**src/common/pld_defines.vh**
```
`ifndef PLD_DEFINES_VH
`define PLD_DEFINES_VH
// Register indexes (PROBE gives index bits [7:2]); byte address is four times the index
`define PLD_R_MON 12'h005
`define PLD_R_MAINT 8'h2b
`define PLD_R_PCTL 8'h71
`define PLD_R_PSTS 8'h72
`define PLD_R_PIND 8'h73
`define PLD_R_TCFG 8'hc7
`define PLD_R_SUBST 8'hcb
`define PLD_R_PROBE 6'h34
`define PLD_R_SMODE 8'hf0
// Reset values
`define PLD_RST_MON 4'h0
`define PLD_RST_MAINT 5'h00
`define PLD_RST_PCTL 4'h0
`define PLD_RST_PSTS 2'h0
`define PLD_RST_PIND 2'h0
`define PLD_RST_TCFG 4'h0
`define PLD_RST_SUBST 6'h00
`define PLD_RST_SMODE 4'h0
`define PLD_RST_PROBE 32'h00000000
`define PLD_SEED 20'hfffff
// Field positions
`define PLD_B_GFLIP 2
`define PLD_B_DFLIP 3
`define PLD_B_SEI 4
`define PLD_B_LOCK 4
`define PLD_B_RUN 0
`define PLD_B_DIR 1
// Encodings
`define PLD_FR_8BIT 2'h1
`define PLD_FR_7BIT 2'h2
`define PLD_KIND_15 2'h1
`define PLD_KIND_20 2'h2
`define PLD_SUBST_PL 3'h1
// Lock window
`define PLD_WIN_BITS 6'h30
`define PLD_ERR_MAX 4'ha
`endif

```
**src/core/pld_top.v**
```verilog
`include "pld_defines.vh"

module pld_top #(
  parameter NL = 8, // number of links
  parameter [5:0] WIN = `PLD_WIN_BITS, // lock window bits
  parameter [3:0] EMAX = `PLD_ERR_MAX // errors tolerated
) (
  input wire pclk, // bus and logic clock
  input wire presetn, // async reset, active low
  input wire psel, // APB select
  input wire penable, // APB enable
  input wire pwrite, // APB direction
  input wire [13:0] paddr, // APB byte address
  input wire [31:0] pwdata, // APB write data
  output reg [31:0] prdata, // APB read data
  output reg pready, // APB ready
  output reg pslverr, // APB error, unmapped
  input wire [NL-1:0] link_clk, // link bit clock
  input wire [NL-1:0] link_frame, // first bit of frame
  input wire [NL-1:0] rx_line_data, // data from line
  input wire [NL-1:0] tx_buf_data, // transmit buffer out
  input wire [NL-1:0] rx_ja_data, // receive attenuator out
  input wire [NL-1:0] tx_ja_data, // transmit attenuator out
  input wire [NL-1:0] rx_proc_data, // elastic store data
  input wire [NL-1:0] rx_proc_sig, // elastic store sig
  input wire [NL-1:0] tx_system_data, // backplane data
  input wire [NL-1:0] tx_system_signaling, // backplane sig
  input wire [NL-1:0] rx_system_clock_i, // pin level
  input wire [NL-1:0] rx_system_frame_pulse_i, // pin level
  input wire [NL-1:0] tx_system_clock_i, // pin level
  input wire [NL-1:0] tx_system_frame_pulse_i, // pin level
  input wire [NL-1:0] int_rx_clock, // own rx timing
  input wire [NL-1:0] int_rx_frame, // own rx frame
  input wire [NL-1:0] int_tx_clock, // own tx timing
  input wire [NL-1:0] int_tx_frame, // own tx frame
  output wire [NL-1:0] rx_system_data, // to backplane
  output wire [NL-1:0] rx_system_signaling, // to backplane
  output wire [NL-1:0] tx_payload_data, // into tx path
  output wire [NL-1:0] tx_payload_signaling, // into tx path
  output wire [NL-1:0] frame_proc_in, // rx framer input
  output wire [NL-1:0] rx_ja_in, // rx attenuator input
  output wire [NL-1:0] tx_ja_in, // tx attenuator input
  output wire [NL-1:0] rx_system_clock_o, // pin drive
  output wire [NL-1:0] rx_system_clock_oe, // pin enable
  output wire [NL-1:0] rx_system_frame_pulse_o, // pin drive
  output wire [NL-1:0] rx_system_frame_pulse_oe, // enable
  output wire [NL-1:0] tx_system_clock_o, // pin drive
  output wire [NL-1:0] tx_system_clock_oe, // pin enable
  output wire [NL-1:0] tx_system_frame_pulse_o, // pin drive
  output wire [NL-1:0] tx_system_frame_pulse_oe, // enable
  output wire [NL-1:0] bit_error_event, // to perf monitor
  output reg irq_n // interrupt, active low
);

  localparam NG = 18;
  localparam NO = 16;
  localparam [5:0] WEND = WIN - 6'h01;

  // Every pin and foreign-clock input passes two flops
  wire [NG*NL-1:0] pin_raw = {int_tx_frame, int_tx_clock,
    int_rx_frame, int_rx_clock, tx_system_frame_pulse_i,
    tx_system_clock_i, rx_system_frame_pulse_i,
    rx_system_clock_i, tx_system_signaling, tx_system_data,
    rx_proc_sig, rx_proc_data, tx_ja_data, rx_ja_data,
    tx_buf_data, rx_line_data, link_frame, link_clk};
  reg [NG*NL-1:0] meta_r;
  reg [NG*NL-1:0] sync_r;

  always @(posedge pclk or negedge presetn) begin
    if (!presetn) begin
      meta_r <= {NG*NL{1'b0}};
      sync_r <= {NG*NL{1'b0}};
    end else begin
      meta_r <= pin_raw;
      sync_r <= meta_r;
    end
  end

  wire [NL-1:0] lclk_s = sync_r[0*NL +: NL];
  wire [NL-1:0] lfrm_s = sync_r[1*NL +: NL];
  wire [NL-1:0] line_s = sync_r[2*NL +: NL];
  wire [NL-1:0] tbuf_s = sync_r[3*NL +: NL];
  wire [NL-1:0] rja_s = sync_r[4*NL +: NL];
  wire [NL-1:0] tja_s = sync_r[5*NL +: NL];
  wire [NL-1:0] rpd_s = sync_r[6*NL +: NL];
  wire [NL-1:0] rps_s = sync_r[7*NL +: NL];
  wire [NL-1:0] tsd_s = sync_r[8*NL +: NL];
  wire [NL-1:0] tss_s = sync_r[9*NL +: NL];
  wire [NL-1:0] rck_s = sync_r[10*NL +: NL];
  wire [NL-1:0] rfp_s = sync_r[11*NL +: NL];
  wire [NL-1:0] tck_s = sync_r[12*NL +: NL];
  wire [NL-1:0] tfp_s = sync_r[13*NL +: NL];
  wire [NL-1:0] irc_s = sync_r[14*NL +: NL];
  wire [NL-1:0] irf_s = sync_r[15*NL +: NL];
  wire [NL-1:0] itc_s = sync_r[16*NL +: NL];
  wire [NL-1:0] itf_s = sync_r[17*NL +: NL];

  // Bus decode
  wire [11:0] idx = paddr[13:2];
  wire [7:0] off = idx[7:0];
  wire [2:0] lsel = idx[10:8];
  wire setup = psel & ~penable;
  wire wr_en = psel & penable & pready & pwrite;
  wire [8*NL-1:0] lrd_all;
  wire [NL-1:0] lhit_all;
  wire [NO*NL-1:0] out_nxt;
  wire [NL-1:0] irq_all;
  reg [NO*NL-1:0] out_r;
  reg [3:0] mon_r;

  wire ghit = idx == `PLD_R_MON;
  wire lhit = ~idx[11] & (lsel < NL) & lhit_all[lsel];
  wire [7:0] rd_nxt = ghit ? {4'h0, mon_r} :
    lhit ? lrd_all[{lsel, 3'h0} +: 8] : 8'h00;

  // Zero wait states: ready is raised for the access phase
  always @(posedge pclk or negedge presetn) begin
    if (!presetn) begin
      pready <= 1'b0;
      prdata <= 32'h00000000;
      pslverr <= 1'b0;
      mon_r <= `PLD_RST_MON;
      irq_n <= 1'b1;
      out_r <= {NO*NL{1'b0}};
    end else begin
      pready <= setup;
      if (setup) begin
        prdata <= {24'h000000, rd_nxt};
        pslverr <= ~(ghit | lhit);
      end
      if (wr_en & ghit) begin
        mon_r <= pwdata[3:0];
      end
      irq_n <= ~(|irq_all);
      out_r <= out_nxt;
    end
  end

  assign rx_system_data = out_r[0*NL +: NL];
  assign rx_system_signaling = out_r[1*NL +: NL];
  assign tx_payload_data = out_r[2*NL +: NL];
  assign tx_payload_signaling = out_r[3*NL +: NL];
  assign frame_proc_in = out_r[4*NL +: NL];
  assign rx_ja_in = out_r[5*NL +: NL];
  assign tx_ja_in = out_r[6*NL +: NL];
  assign rx_system_clock_o = out_r[7*NL +: NL];
  assign rx_system_clock_oe = out_r[8*NL +: NL];
  assign rx_system_frame_pulse_o = out_r[9*NL +: NL];
  assign rx_system_frame_pulse_oe = out_r[10*NL +: NL];
  assign tx_system_clock_o = out_r[11*NL +: NL];
  assign tx_system_clock_oe = out_r[12*NL +: NL];
  assign tx_system_frame_pulse_o = out_r[13*NL +: NL];
  assign tx_system_frame_pulse_oe = out_r[14*NL +: NL];
  assign bit_error_event = out_r[15*NL +: NL];

  // Feedback taps of the three sequences
  function fb_of;
    input [19:0] s;
    input [1:0] k;
    begin
      case (k)
        `PLD_KIND_15: fb_of = s[14] ^ s[13];
        `PLD_KIND_20: fb_of = s[19] ^ s[16];
        default: fb_of = s[10] ^ s[8];
      endcase
    end
  endfunction

  // Link 0 observer source
  wire mon_on = (mon_r[2:0] != 3'h0) & (mon_r[2:0] < NL);
  wire mon_bit = mon_r[3] ? tbuf_s[mon_r[2:0]] :
    line_s[mon_r[2:0]];

  genvar i;
  generate
    for (i = 0; i < NL; i = i + 1) begin : g_link
      localparam [2:0] LID = i;
      reg [4:0] maint_r;
      reg [3:0] pctl_r;
      reg [1:0] psts_r;
      reg [1:0] ind_r;
      reg [3:0] tcfg_r;
      reg [5:0] subst_r;
      reg [3:0] smode_r;
      reg [31:0] probe_r;
      reg run_d_r;
      reg lclk_d_r;
      reg [7:0] bcnt_r;
      reg slot_r;
      reg [19:0] lfsr_r;
      reg ins_r;
      reg gbit_r;
      reg [19:0] det_r;
      reg lock_r;
      reg lock_d_r;
      reg [5:0] wcnt_r;
      reg [3:0] ecnt_r;
      reg berr_r;
      reg [7:0] lrd;
      reg lh;

      wire lw = wr_en & ~idx[11] & (lsel == LID);
      wire run = tcfg_r[`PLD_B_RUN];
      wire dir = tcfg_r[`PLD_B_DIR];
      wire [1:0] fr = tcfg_r[3:2];
      wire [1:0] kind = pctl_r[1:0];
      wire start = run & ~run_d_r;
      wire stb = lclk_s[i] & ~lclk_d_r;
      wire [7:0] bnext = lfrm_s[i] ? 8'h00 : bcnt_r + 8'h01;
      wire chan = (fr == `PLD_FR_8BIT) | (fr == `PLD_FR_7BIT);
      // Bit 7 of a channel is its last, lowest bit
      wire slot = ~chan | (probe_r[bnext[7:3]] &
        ((fr == `PLD_FR_8BIT) | (bnext[2:0] != 3'h7)));
      wire step = stb & slot & run;
      wire gfb = fb_of(lfsr_r, kind);
      wire sei = lw & (off == `PLD_R_PCTL) & pwdata[`PLD_B_SEI];
      wire dsrc = dir ? tsd_s[i] : rpd_s[i];
      wire dbit = dsrc ^ pctl_r[`PLD_B_DFLIP];
      wire err = dbit ^ fb_of(det_r, kind);
      wire [3:0] esum = (ecnt_r == 4'hf) ? ecnt_r :
        ecnt_r + {3'h0, err};
      wire berr = step & lock_r & err;
      wire lchg = lock_r ^ lock_d_r;

      always @(posedge pclk or negedge presetn) begin
        if (!presetn) begin
          maint_r <= `PLD_RST_MAINT;
          pctl_r <= `PLD_RST_PCTL;
          psts_r <= `PLD_RST_PSTS;
          ind_r <= `PLD_RST_PIND;
          tcfg_r <= `PLD_RST_TCFG;
          subst_r <= `PLD_RST_SUBST;
          smode_r <= `PLD_RST_SMODE;
          probe_r <= `PLD_RST_PROBE;
          run_d_r <= 1'b0;
          lclk_d_r <= 1'b0;
          bcnt_r <= 8'h00;
          slot_r <= 1'b0;
          lfsr_r <= `PLD_SEED;
          ins_r <= 1'b0;
          gbit_r <= 1'b0;
          det_r <= 20'h00000;
          lock_r <= 1'b0;
          lock_d_r <= 1'b0;
          wcnt_r <= 6'h00;
          ecnt_r <= 4'h0;
          berr_r <= 1'b0;
        end else begin
          if (lw) begin
            case (off)
              `PLD_R_MAINT: maint_r <= pwdata[4:0];
              `PLD_R_PCTL: pctl_r <= pwdata[3:0];
              `PLD_R_PSTS: psts_r <= pwdata[1:0];
              `PLD_R_TCFG: tcfg_r <= pwdata[3:0];
              `PLD_R_SUBST: subst_r <= pwdata[5:0];
              `PLD_R_SMODE: smode_r <= pwdata[3:0];
              default: begin
                if (off[7:2] == `PLD_R_PROBE) begin
                  probe_r[{off[1:0], 3'h0} +: 8] <= pwdata[7:0];
                end
              end
            endcase
          end
          // A new event wins over a clearing write
          ind_r[0] <= berr | (ind_r[0] & ~(lw &
            (off == `PLD_R_PIND) & pwdata[0]));
          ind_r[1] <= lchg | (ind_r[1] & ~(lw &
            (off == `PLD_R_PIND) & pwdata[1]));
          run_d_r <= run;
          lclk_d_r <= lclk_s[i];
          lock_d_r <= lock_r;
          berr_r <= berr;
          if (stb) begin
            bcnt_r <= bnext;
            slot_r <= slot;
          end
          // Pending error survives until a pattern bit takes it or run is cleared
          ins_r <= run & (sei | (ins_r & ~step));
          if (start) begin
            lfsr_r <= `PLD_SEED;
            det_r <= 20'h00000;
            lock_r <= 1'b0;
            wcnt_r <= 6'h00;
            ecnt_r <= 4'h0;
          end else if (step) begin
            lfsr_r <= {lfsr_r[18:0], gfb};
            gbit_r <= gfb ^ pctl_r[`PLD_B_GFLIP] ^ ins_r;
            // Self-synchronising: the detector shifts in data
            det_r <= {det_r[18:0], dbit};
            if (wcnt_r == WEND) begin
              wcnt_r <= 6'h00;
              ecnt_r <= 4'h0;
              if (!lock_r && esum == 4'h0) begin
                lock_r <= 1'b1;
              end else if (lock_r && esum > EMAX) begin
                lock_r <= 1'b0;
              end
            end else begin
              wcnt_r <= wcnt_r + 6'h01;
              ecnt_r <= esum;
            end
          end
        end
      end

      always @* begin
        lrd = 8'h00;
        lh = 1'b1;
        case (off)
          `PLD_R_MAINT: lrd = {3'h0, maint_r};
          `PLD_R_PCTL: lrd = {4'h0, pctl_r};
          `PLD_R_PSTS: lrd = {3'h0, lock_r, 2'h0, psts_r};
          `PLD_R_PIND: lrd = {6'h00, ind_r};
          `PLD_R_TCFG: lrd = {4'h0, tcfg_r};
          `PLD_R_SUBST: lrd = {2'h0, subst_r};
          `PLD_R_SMODE: lrd = {4'h0, smode_r};
          default: begin
            if (off[7:2] == `PLD_R_PROBE) begin
              lrd = probe_r[{off[1:0], 3'h0} +: 8];
            end else begin
              lh = 1'b0;
            end
          end
        endcase
      end

      assign lrd_all[8*i +: 8] = lrd;
      assign lhit_all[i] = lh;
      assign irq_all[i] = (ind_r[0] & psts_r[0]) |
        (ind_r[1] & psts_r[1]);

      // Loop routing
      wire sysok = (smode_r[0] ^ smode_r[1]) &
        ~smode_r[2] & ~smode_r[3];
      wire srl = maint_r[0] & sysok;
      wire sll = maint_r[1] & sysok;
      wire rxm = smode_r[0];
      wire txm = smode_r[1];
      wire pl = (subst_r[2:0] == `PLD_SUBST_PL) |
        ((subst_r[5:3] == `PLD_SUBST_PL) & probe_r[bcnt_r[7:3]]);
      wire gen_rx = run & dir & slot_r;
      wire gen_tx = run & ~dir & slot_r;
      wire line_i = (i == 0 && mon_on) ? mon_bit : line_s[i];
      wire rck_o = (srl & rxm) ? tck_s[i] :
        (sll & txm) ? itc_s[i] : irc_s[i];
      wire rfp_o = (srl & rxm) ? tfp_s[i] :
        (sll & txm) ? itf_s[i] : irf_s[i];
      wire tck_o = (srl & txm) ? rck_s[i] :
        (sll & rxm) ? irc_s[i] : itc_s[i];
      wire tfp_o = (srl & txm) ? rfp_s[i] :
        (sll & rxm) ? irf_s[i] : itf_s[i];
      wire roe = rxm | (sll & txm);
      wire toe = txm | (sll & rxm);

      assign out_nxt[0*NL+i] = srl ? tsd_s[i] :
        gen_rx ? gbit_r : rpd_s[i];
      assign out_nxt[1*NL+i] = srl ? tss_s[i] : rps_s[i];
      assign out_nxt[2*NL+i] = (sll | pl) ? rpd_s[i] :
        gen_tx ? gbit_r : tsd_s[i];
      assign out_nxt[3*NL+i] = (sll | pl) ? rps_s[i] :
        tss_s[i];
      assign out_nxt[4*NL+i] = maint_r[2] ? tbuf_s[i] :
        line_i;
      assign out_nxt[5*NL+i] = maint_r[4] ? tja_s[i] :
        line_i;
      assign out_nxt[6*NL+i] = maint_r[3] ? rja_s[i] :
        tbuf_s[i];
      assign out_nxt[7*NL+i] = rck_o;
      assign out_nxt[8*NL+i] = roe;
      assign out_nxt[9*NL+i] = rfp_o;
      assign out_nxt[10*NL+i] = roe;
      assign out_nxt[11*NL+i] = tck_o;
      assign out_nxt[12*NL+i] = toe;
      assign out_nxt[13*NL+i] = tfp_o;
      assign out_nxt[14*NL+i] = toe;
      assign out_nxt[15*NL+i] = berr_r;
    end
  endgenerate

endmodule

```
**config.mk**
```make
export PLATFORM = sky130hd
export DESIGN_NAME = pld_top
export DESIGN_NICKNAME = d
export VERILOG_FILES = /design/src/core/pld_top.v
export VERILOG_INCLUDE_DIRS = /design/src /design/src/common
export SDC_FILE = /design/constraint.sdc
export NUM_CORES = 2
export LEC_CHECK = 0
export ABC_AREA = 1
export BUFFER_PORTS_ARGS = -buffer_cell sky130_fd_sc_hd__buf_4
export CAP_MARGIN = 40
export CELL_PAD_IN_SITES_DETAIL_PLACEMENT = 1
export CELL_PAD_IN_SITES_GLOBAL_PLACEMENT = 2
export CORE_UTILIZATION = 35
export DETAILED_ROUTE_END_ITERATION = 12
export PLACE_DENSITY = 0.84
export SLEW_MARGIN = 5
export SYNTH_ARGS = -nofsm -noshare
export SYNTH_HDL_FRONTEND = slang
export SYNTH_SLANG_ARGS = --single-unit
export TNS_END_PERCENT = 100
```
**constraint.sdc**
```tcl
create_clock -name pclk -period 8.3 [get_ports pclk]
set_input_delay 1.245 -clock pclk [delete_from_list [all_inputs] [get_ports pclk]]
set_output_delay 1.245 -clock pclk [all_outputs]
set_load 0.02 [all_outputs]
```
=== Word-level counts from Yosys, hierarchy flattened ===
Cells that the tools add are included.

* Bits in registers: 1,431
* Input bits: 195
* Word-level logic and storage cells: 1,356

* $add $sub $neg: 25
* Order comparisons: 26
* Equal/unequal tests: 88
* Shifts and indexed selects: 11
* Multiplexer cells: 364
* Bitwise logic cells: 533
* Reductions and logical operators: 133

{| class="wikitable"
|+ Operator list
! kind !! number
|-
| 20-bit 2-to-1 mux || 32
|-
| 8-bit case mux with 7 select lines || 8
|-
| 1-bit AND || 263
|-
| 32-bit bitwise mux || 8
|-
| 32-bit by 6-bit variable part select with 8-bit output || 8
|-
| 1-bit 2-to-1 mux || 207
|-
| 6-bit 2-to-1 mux || 24
|-
| 8-bit 2-to-1 mux || 18
|-
| 4-bit 2-to-1 mux || 32
|-
| 2-bit AND reduction || 56
|-
| 5-bit by 6-bit less-than comparator with 1-bit output, second input constant || 16
|-
| 1-bit bitwise XOR || 96
|-
| 1-bit bitwise OR || 89
|-
| 1-bit inverter || 85
|-
| 1-bit binary-select mux with 5-bit select || 16
|-
| 8-bit by 1-bit adder with 8-bit output, second input constant || 8
|-
| 64-bit by 7-bit variable part select with 8-bit output || 1
|-
| 6-bit equality test, second input constant || 9
|-
| 3-bit by 1-bit equality test with 1-bit output, second input constant || 17
|-
| 6-bit by 1-bit adder with 6-bit output, second input constant || 8
|-
| 3-bit AND reduction || 16
|-
| 4-bit by 1-bit adder with 4-bit output || 8
|-
| 2-bit by 1-bit equality test with 1-bit output, second input constant || 16
|-
| 2-bit equality test, second input constant || 16
|-
| other kinds (24) || 123
|}

=== Depth between registers and ports, before layout ===
* Depth after elaboration: 12
* Depth in mapped cells: 20
* Mapped depth without buffers: 19

=== Worst setup path before layout ===
No wires, ideal clock.

* Path type: input port to flip-flop
* Start point: input port paddr[3]
* End point: register g_link[7].probe_r[31]
* Setup time: 0.130 ns
* Arrival time: 3.716 ns
* Required time: 8.170 ns
* Path slack: 4.455 ns
* Stages on the path: 16
* Path buffers: 4
* Path through: clkbuf_1 > inv_1 > clkbuf_1 > buf_1 > ha_1 > inv_1 > nor2_1 > nand2_1 > inv_1 > nor4_4 > inv_2 > nor3_4 > nand2_2 > buf_2 > nand2_1 > o21ai_0

* Word-level cells in the longest chain between the ends: 4
* Elaborated cells between the ends (all ways): 13
* Those cells by class: add/sub: 1; eq/ne: 6; shift: 2; mux: 1; bitwise: 1; reduce/logical: 2

{| class="wikitable"
|+ Ends and longest elaborated chain
! element !! RTL line !! source
|-
| start, declared || pld_top.v:13 || <nowiki>input wire [13:0] paddr,</nowiki>
|-
| parallel branches: the longest is 4 deep, another holds 5-bit negator with 7-bit output || - ||
|-
| end signal, assigned || pld_top.v:234 || <nowiki>probe_r <= `PLD_RST_PROBE;</nowiki>
|-
| end signal, assigned by index || pld_top.v:259 || <nowiki>probe_r[{off[1:0], 3'h0} +: 8] <= pwdata[7:0];</nowiki>
|-
| end, declared || pld_top.v:185 || <nowiki>reg [31:0] probe_r;</nowiki>
|}

Parallel ways; which one is timed is not known.
A chain may end at the register's enable or synchronous reset.

=== Worst setup path in the final report ===
* Start point: register g_link[7].bcnt_r[3]
* End point: register g_link[7].det_r[17]

* Word-level cells in the longest chain between the ends: 9

{| class="wikitable"
|+ Ends and longest elaborated chain
! element !! RTL line !! source
|-
| start, declared || pld_top.v:188 || <nowiki>reg [7:0] bcnt_r;</nowiki>
|-
| start signal, assigned || pld_top.v:274 || <nowiki>bcnt_r <= bnext;</nowiki>
|-
| 8-bit by 1-bit adder with 8-bit output || pld_top.v:209 || <nowiki>wire [7:0] bnext = lfrm_s[i] ? 8'h00 : bcnt_r + 8'h01;</nowiki>
|-
| 8-bit 2-to-1 mux || pld_top.v:209 ||
|-
| 1-bit binary-select mux with 5-bit select || pld_top.v:212 || <nowiki>wire slot = ~chan | (probe_r[bnext[7:3]] &</nowiki>
|-
| 1-bit 2-to-1 mux (not written as such) || pld_top.v:212 ||
|-
| 1-bit AND || pld_top.v:212 ||
|-
| 1-bit bitwise OR || pld_top.v:212 ||
|-
| 1-bit AND (2 in series) || pld_top.v:214 || <nowiki>wire step = stb & slot & run;</nowiki>
|-
| 2-bit nonzero test (no line) || - ||
|-
| end signal, assigned || pld_top.v:289 || <nowiki>det_r <= {det_r[18:0], dbit};</nowiki>
|-
| end, declared || pld_top.v:193 || <nowiki>reg [19:0] det_r;</nowiki>
|}

No other way between the ends. The select of a mux whose other input is x is not followed.

==> metrics.log <==
[metrics] clock sinks: 1415
[metrics] post-detailed-route DRC marker count: 0
[metrics] Critical Path Sink Type: register
[metrics] Port Buffer Count: 307
[metrics] run status: finished clean
[metrics] most instantiated flip-flop cell in the synthesis netlist: sky130_fd_sc_hd__dfrtp_1
[metrics] commonest cells after routing, fill and taps aside: 2251 x sky130_fd_sc_hd__nand2_1, 1254 x sky130_fd_sc_hd__dfrtp_1, 1102 x sky130_fd_sc_hd__o21ai_0
[metrics] DIE AREA: 190000 um^2
[metrics] simple-gate share of the synthesized area: 0.215
[metrics] post-detailed-placement cell area: 70400 um^2
[metrics] Total Neg Setup Slack: 0 ns
[metrics] detailed route wirelength on metal2: 111000 um
[metrics] multiplexer share of the synthesized area: 0.00171
[metrics] summed area of non-filler cells in the final layout: 75900 um^2
[metrics] layout net count: 8254
[metrics] met3 layer wire length in the routed design: 13000 um
[metrics] fmax: 223 MHz
[metrics] type of the worst min-delay path: reg -> reg
[metrics] CTS tree: yes
[metrics] peak ir drop on the vdd network: 220 uV
[metrics] critical path start-end classification: reg -> reg
[metrics] clock slew at reported path FFs: 0.06 ns
[metrics] total of hold buffers inserted after clock tree synthesis: 0
[metrics] number of cells produced by synthesis: 7791
[metrics] number of placement rows: 158
[metrics] critical path arrival: 5.23 ns
[metrics] power density cells: 203 nW/um^2
[metrics] most common cell after layout, fill and taps aside: sky130_fd_sc_hd__nand2_1
[metrics] number of slew-limit violations in the final report: 0
[metrics] global-route usage over all layers: 0.251
[metrics] mean number of vias per cell: 5.31
[metrics] I/O pin count: 358
[metrics] Root Driver: sky130_fd_sc_hd__clkbuf_16
[metrics] period utilization: 0.540
[metrics] placer congestion estimate: 0.960
[metrics] count of fill cells added during filler insertion: 21900
[metrics] placed wire-length estimate: 171000 um
[metrics] share of the core filled with cells in the final layout: 0.408
[metrics] buffers from clock root to sink, at most: 3
[metrics] RSZ-0062 raised after global routing: false
[metrics] largest fanout on the critical path: 35
[metrics] die outline height: 436 um
[metrics] WP data required: 9.05 ns
[metrics] routed length per placed instance: 22.7 um
[metrics] DRC marker count from the first detailed-route iteration: 4453
[metrics] maxcap violations: 0
[metrics] quantity of gates resized following cts: 0
[metrics] flop and latch count out of synthesis: 1415
[metrics] highest metal layer with signal wires: met5
[metrics] ratio of cells with drive above 1 in the final layout: 0.121
[metrics] non-filler cells in the finished layout: 10600
[metrics] dominant combinational cell family by area after synthesis: simple AND/OR/NAND/NOR gates
[metrics] total congestion overflow after global routing: 0
[metrics] Core Footprint: 186000 um^2
[metrics] leakage dissipation: 0.0347 uW
[metrics] area growth from synthesis to final layout: 15.2%
[metrics] startpoint type of the worst setup path: register
[metrics] synth unique cells: 64
[metrics] length of the first detailed-routing pass in iterations: 5
[metrics] Cell Count Post-Placement: 10300
[metrics] TritonCTS Buffers: 159
[metrics] xor/xnor share of the synthesized area: 0.0118
[metrics] x dimension of the die: 436 um
[metrics] clk_skew: 0.0446 ns
[metrics] combined area of the multi-input logic cells: 25400 um^2
[metrics] number of enable flip-flop cells after synthesis: 0
[metrics] final count of negative-setup-slack endpoints: 0
[metrics] total of warnings raised by yosys: 0
[metrics] final-report hold violation count: 0
[metrics] Rel. slew slack: 0.371
[metrics] Setup Buffers After CTS: 0
[metrics] fraction of the mapped netlist area in compound gates: 0.143
[metrics] total wire length after detailed routing: 241000 um
[metrics] mean instance size in the synthesized netlist: 8.46 um^2
[metrics] global-route wire length before repair: 366000 um
[metrics] Antenna Nets Post-Route: 0
[metrics] count of vias placed by the detailed router: 56300
[metrics] adder-cell share of the synthesized area: 0.0121
[metrics] # H-tree levels: 4
[metrics] Worst-Margin Slew: 0.939 ns
[metrics] antenna violations before repair: 29
[metrics] via count of the first global-routing pass: 57600
[metrics] sequential cell area: 35600 um^2
[metrics] Async S/R FF share, synth: 1.00
[metrics] sequential-to-total area share from yosys stat: 0.540
[metrics] min Tclk post-route: 4.48 ns
[metrics] largest net degree at the start of global routing: 171
[metrics] Skew-Pair Late Insertion Delay: 0.84 ns
[metrics] Syn Std Cell Area: 65900 um^2
[metrics] Metal-1 WL: 106000 um
[metrics] initial standard-cell utilization of the core: 0.354
-- cell families after synthesis --
kind of cell / count (synthesis)
AND/OR/NAND/NOR: 3305
flip-flops: 1415
multiplexers: 10
buffers and inverters: 1145
AO/OA/AOI/OAI: 1762
other: 1
XOR/XNOR: 89
adder cells (fa/ha/maj): 64
-- path summary, 6_finish.rpt --
kind	to	depth (start not counted)	start	slack, ns
min in group asynchronous	g_link[5].lclk_d_r	1	presetn	0.36
min	sync_r[44]	0	meta_r[44]	0.34
max reg2reg	g_link[7].det_r[17]	14	g_link[7].bcnt_r[3]	3.82
max	g_link[7].det_r[17]	14	g_link[7].bcnt_r[3]	3.82
min reg2reg	sync_r[44]	0	meta_r[44]	0.34
max in group asynchronous	g_link[6].subst_r[4]	3	presetn	6.01
-- registers in the layout (all words and copies together), names as in the netlist, 40 cells and up --
register        cells
g_link.bcnt_r      64
g_link.det_r      160
g_link.lfsr_r     160
g_link.maint_r     40
g_link.probe_r    256
g_link.subst_r     48
g_link.wcnt_r      48
meta_r            144
out_r             112
sync_r            144
-- final cells by class --
cell class,count,area share
clock inverters,64,0.0118
flip-flops and latches,1415,0.469
well taps,2480,0.0409
inverters,764,0.0380
repair buffers,401,0.0451
multi-input cells,5254,0.335
diodes,15,0.000494
clock buffers,223,0.0602
-- cell usage after synthesis, types with 7 or more instances --
cell type                   count  area (um^2)
sky130_fd_sc_hd__a211oi_1      11         82.6
sky130_fd_sc_hd__a21oi_1      319         1600
sky130_fd_sc_hd__a221oi_1      33          289
sky130_fd_sc_hd__a31oi_1       46          288
sky130_fd_sc_hd__buf_1         11         41.3
sky130_fd_sc_hd__buf_2         83          415
sky130_fd_sc_hd__buf_4         87          653
sky130_fd_sc_hd__buf_6         31          349
sky130_fd_sc_hd__clkbuf_1     168          631
sky130_fd_sc_hd__clkinv_1       8         30.0
sky130_fd_sc_hd__dfrtp_1     1254        31400
sky130_fd_sc_hd__dfstp_2      161         4230
sky130_fd_sc_hd__ha_1          64          801
sky130_fd_sc_hd__inv_1        721         2710
sky130_fd_sc_hd__inv_2         28          105
sky130_fd_sc_hd__mux2_2        10          113
sky130_fd_sc_hd__nand2_1     2251         8450
sky130_fd_sc_hd__nand2_2       38          238
sky130_fd_sc_hd__nand2_4        7         78.8
sky130_fd_sc_hd__nand3_1      430         2150
sky130_fd_sc_hd__nand3_2       10          100
sky130_fd_sc_hd__nand3_4       17          298
sky130_fd_sc_hd__nand4_1      143          895
sky130_fd_sc_hd__nand4_4        7          149
sky130_fd_sc_hd__nor2_1       292         1100
sky130_fd_sc_hd__nor2_2         7         43.8
sky130_fd_sc_hd__nor2_4         9          101
sky130_fd_sc_hd__nor3_1        66          330
sky130_fd_sc_hd__nor4_1         9         56.3
sky130_fd_sc_hd__o2111ai_1     11         96.3
sky130_fd_sc_hd__o211ai_1      37          278
sky130_fd_sc_hd__o21ai_0     1102         5520
sky130_fd_sc_hd__o21ai_1      111          556
sky130_fd_sc_hd__o221ai_1      18          158
sky130_fd_sc_hd__o22ai_1       33          206
sky130_fd_sc_hd__o31ai_1        7         52.6
sky130_fd_sc_hd__xnor2_1       23          201
sky130_fd_sc_hd__xor2_1        66          578
-- per-layer routing --
metal / global-route usage / vias up
met5: 0 / -
met4: 0.109 / 8
met3: 0.0385 / 418
met2: 0.399 / 1454
met1: 0.339 / 28500
li1: - / 25900
-- critical path: stages, from the launching register on --
cell                      delay (ns)
sky130_fd_sc_hd__dfrtp_1        0.87
sky130_fd_sc_hd__nand4_2        0.63
sky130_fd_sc_hd__o21ai_1        0.37
sky130_fd_sc_hd__inv_1          0.08
sky130_fd_sc_hd__nor2_2         0.22
sky130_fd_sc_hd__nand3_1        0.13
sky130_fd_sc_hd__nand3_1        0.09
sky130_fd_sc_hd__nand3_1        0.08
sky130_fd_sc_hd__nand3_1        0.24
sky130_fd_sc_hd__nand2_1        0.14
sky130_fd_sc_hd__nand3_2        0.28
sky130_fd_sc_hd__nand2_2        0.39
sky130_fd_sc_hd__inv_2          0.63
sky130_fd_sc_hd__nand2_1        0.13
sky130_fd_sc_hd__nand2_1        0.09
-- power by group --
group | internal, uW | switching (uW)
registers | 7030 | 99.6
logic | 214 | 582
clock network | 4460 | 3010
-- per-stage QoR --
step | hold slack, ns | total power, uW | worst slack, ns
2_1_floorplan | 0.331 | 7540 | 4.45
3_3_place_gp | 0.333 | 8000 | 3.36
3_5_place_dp | 0.336 | 8040 | 3.39
4_1_cts | 0.338 | 15600 | 3.84
5_1_grt | 0.348 | 15900 | 3.39
6_report | 0.341 | 15400 | 3.82
No activity file was read; power rests on OpenSTA's default activity.
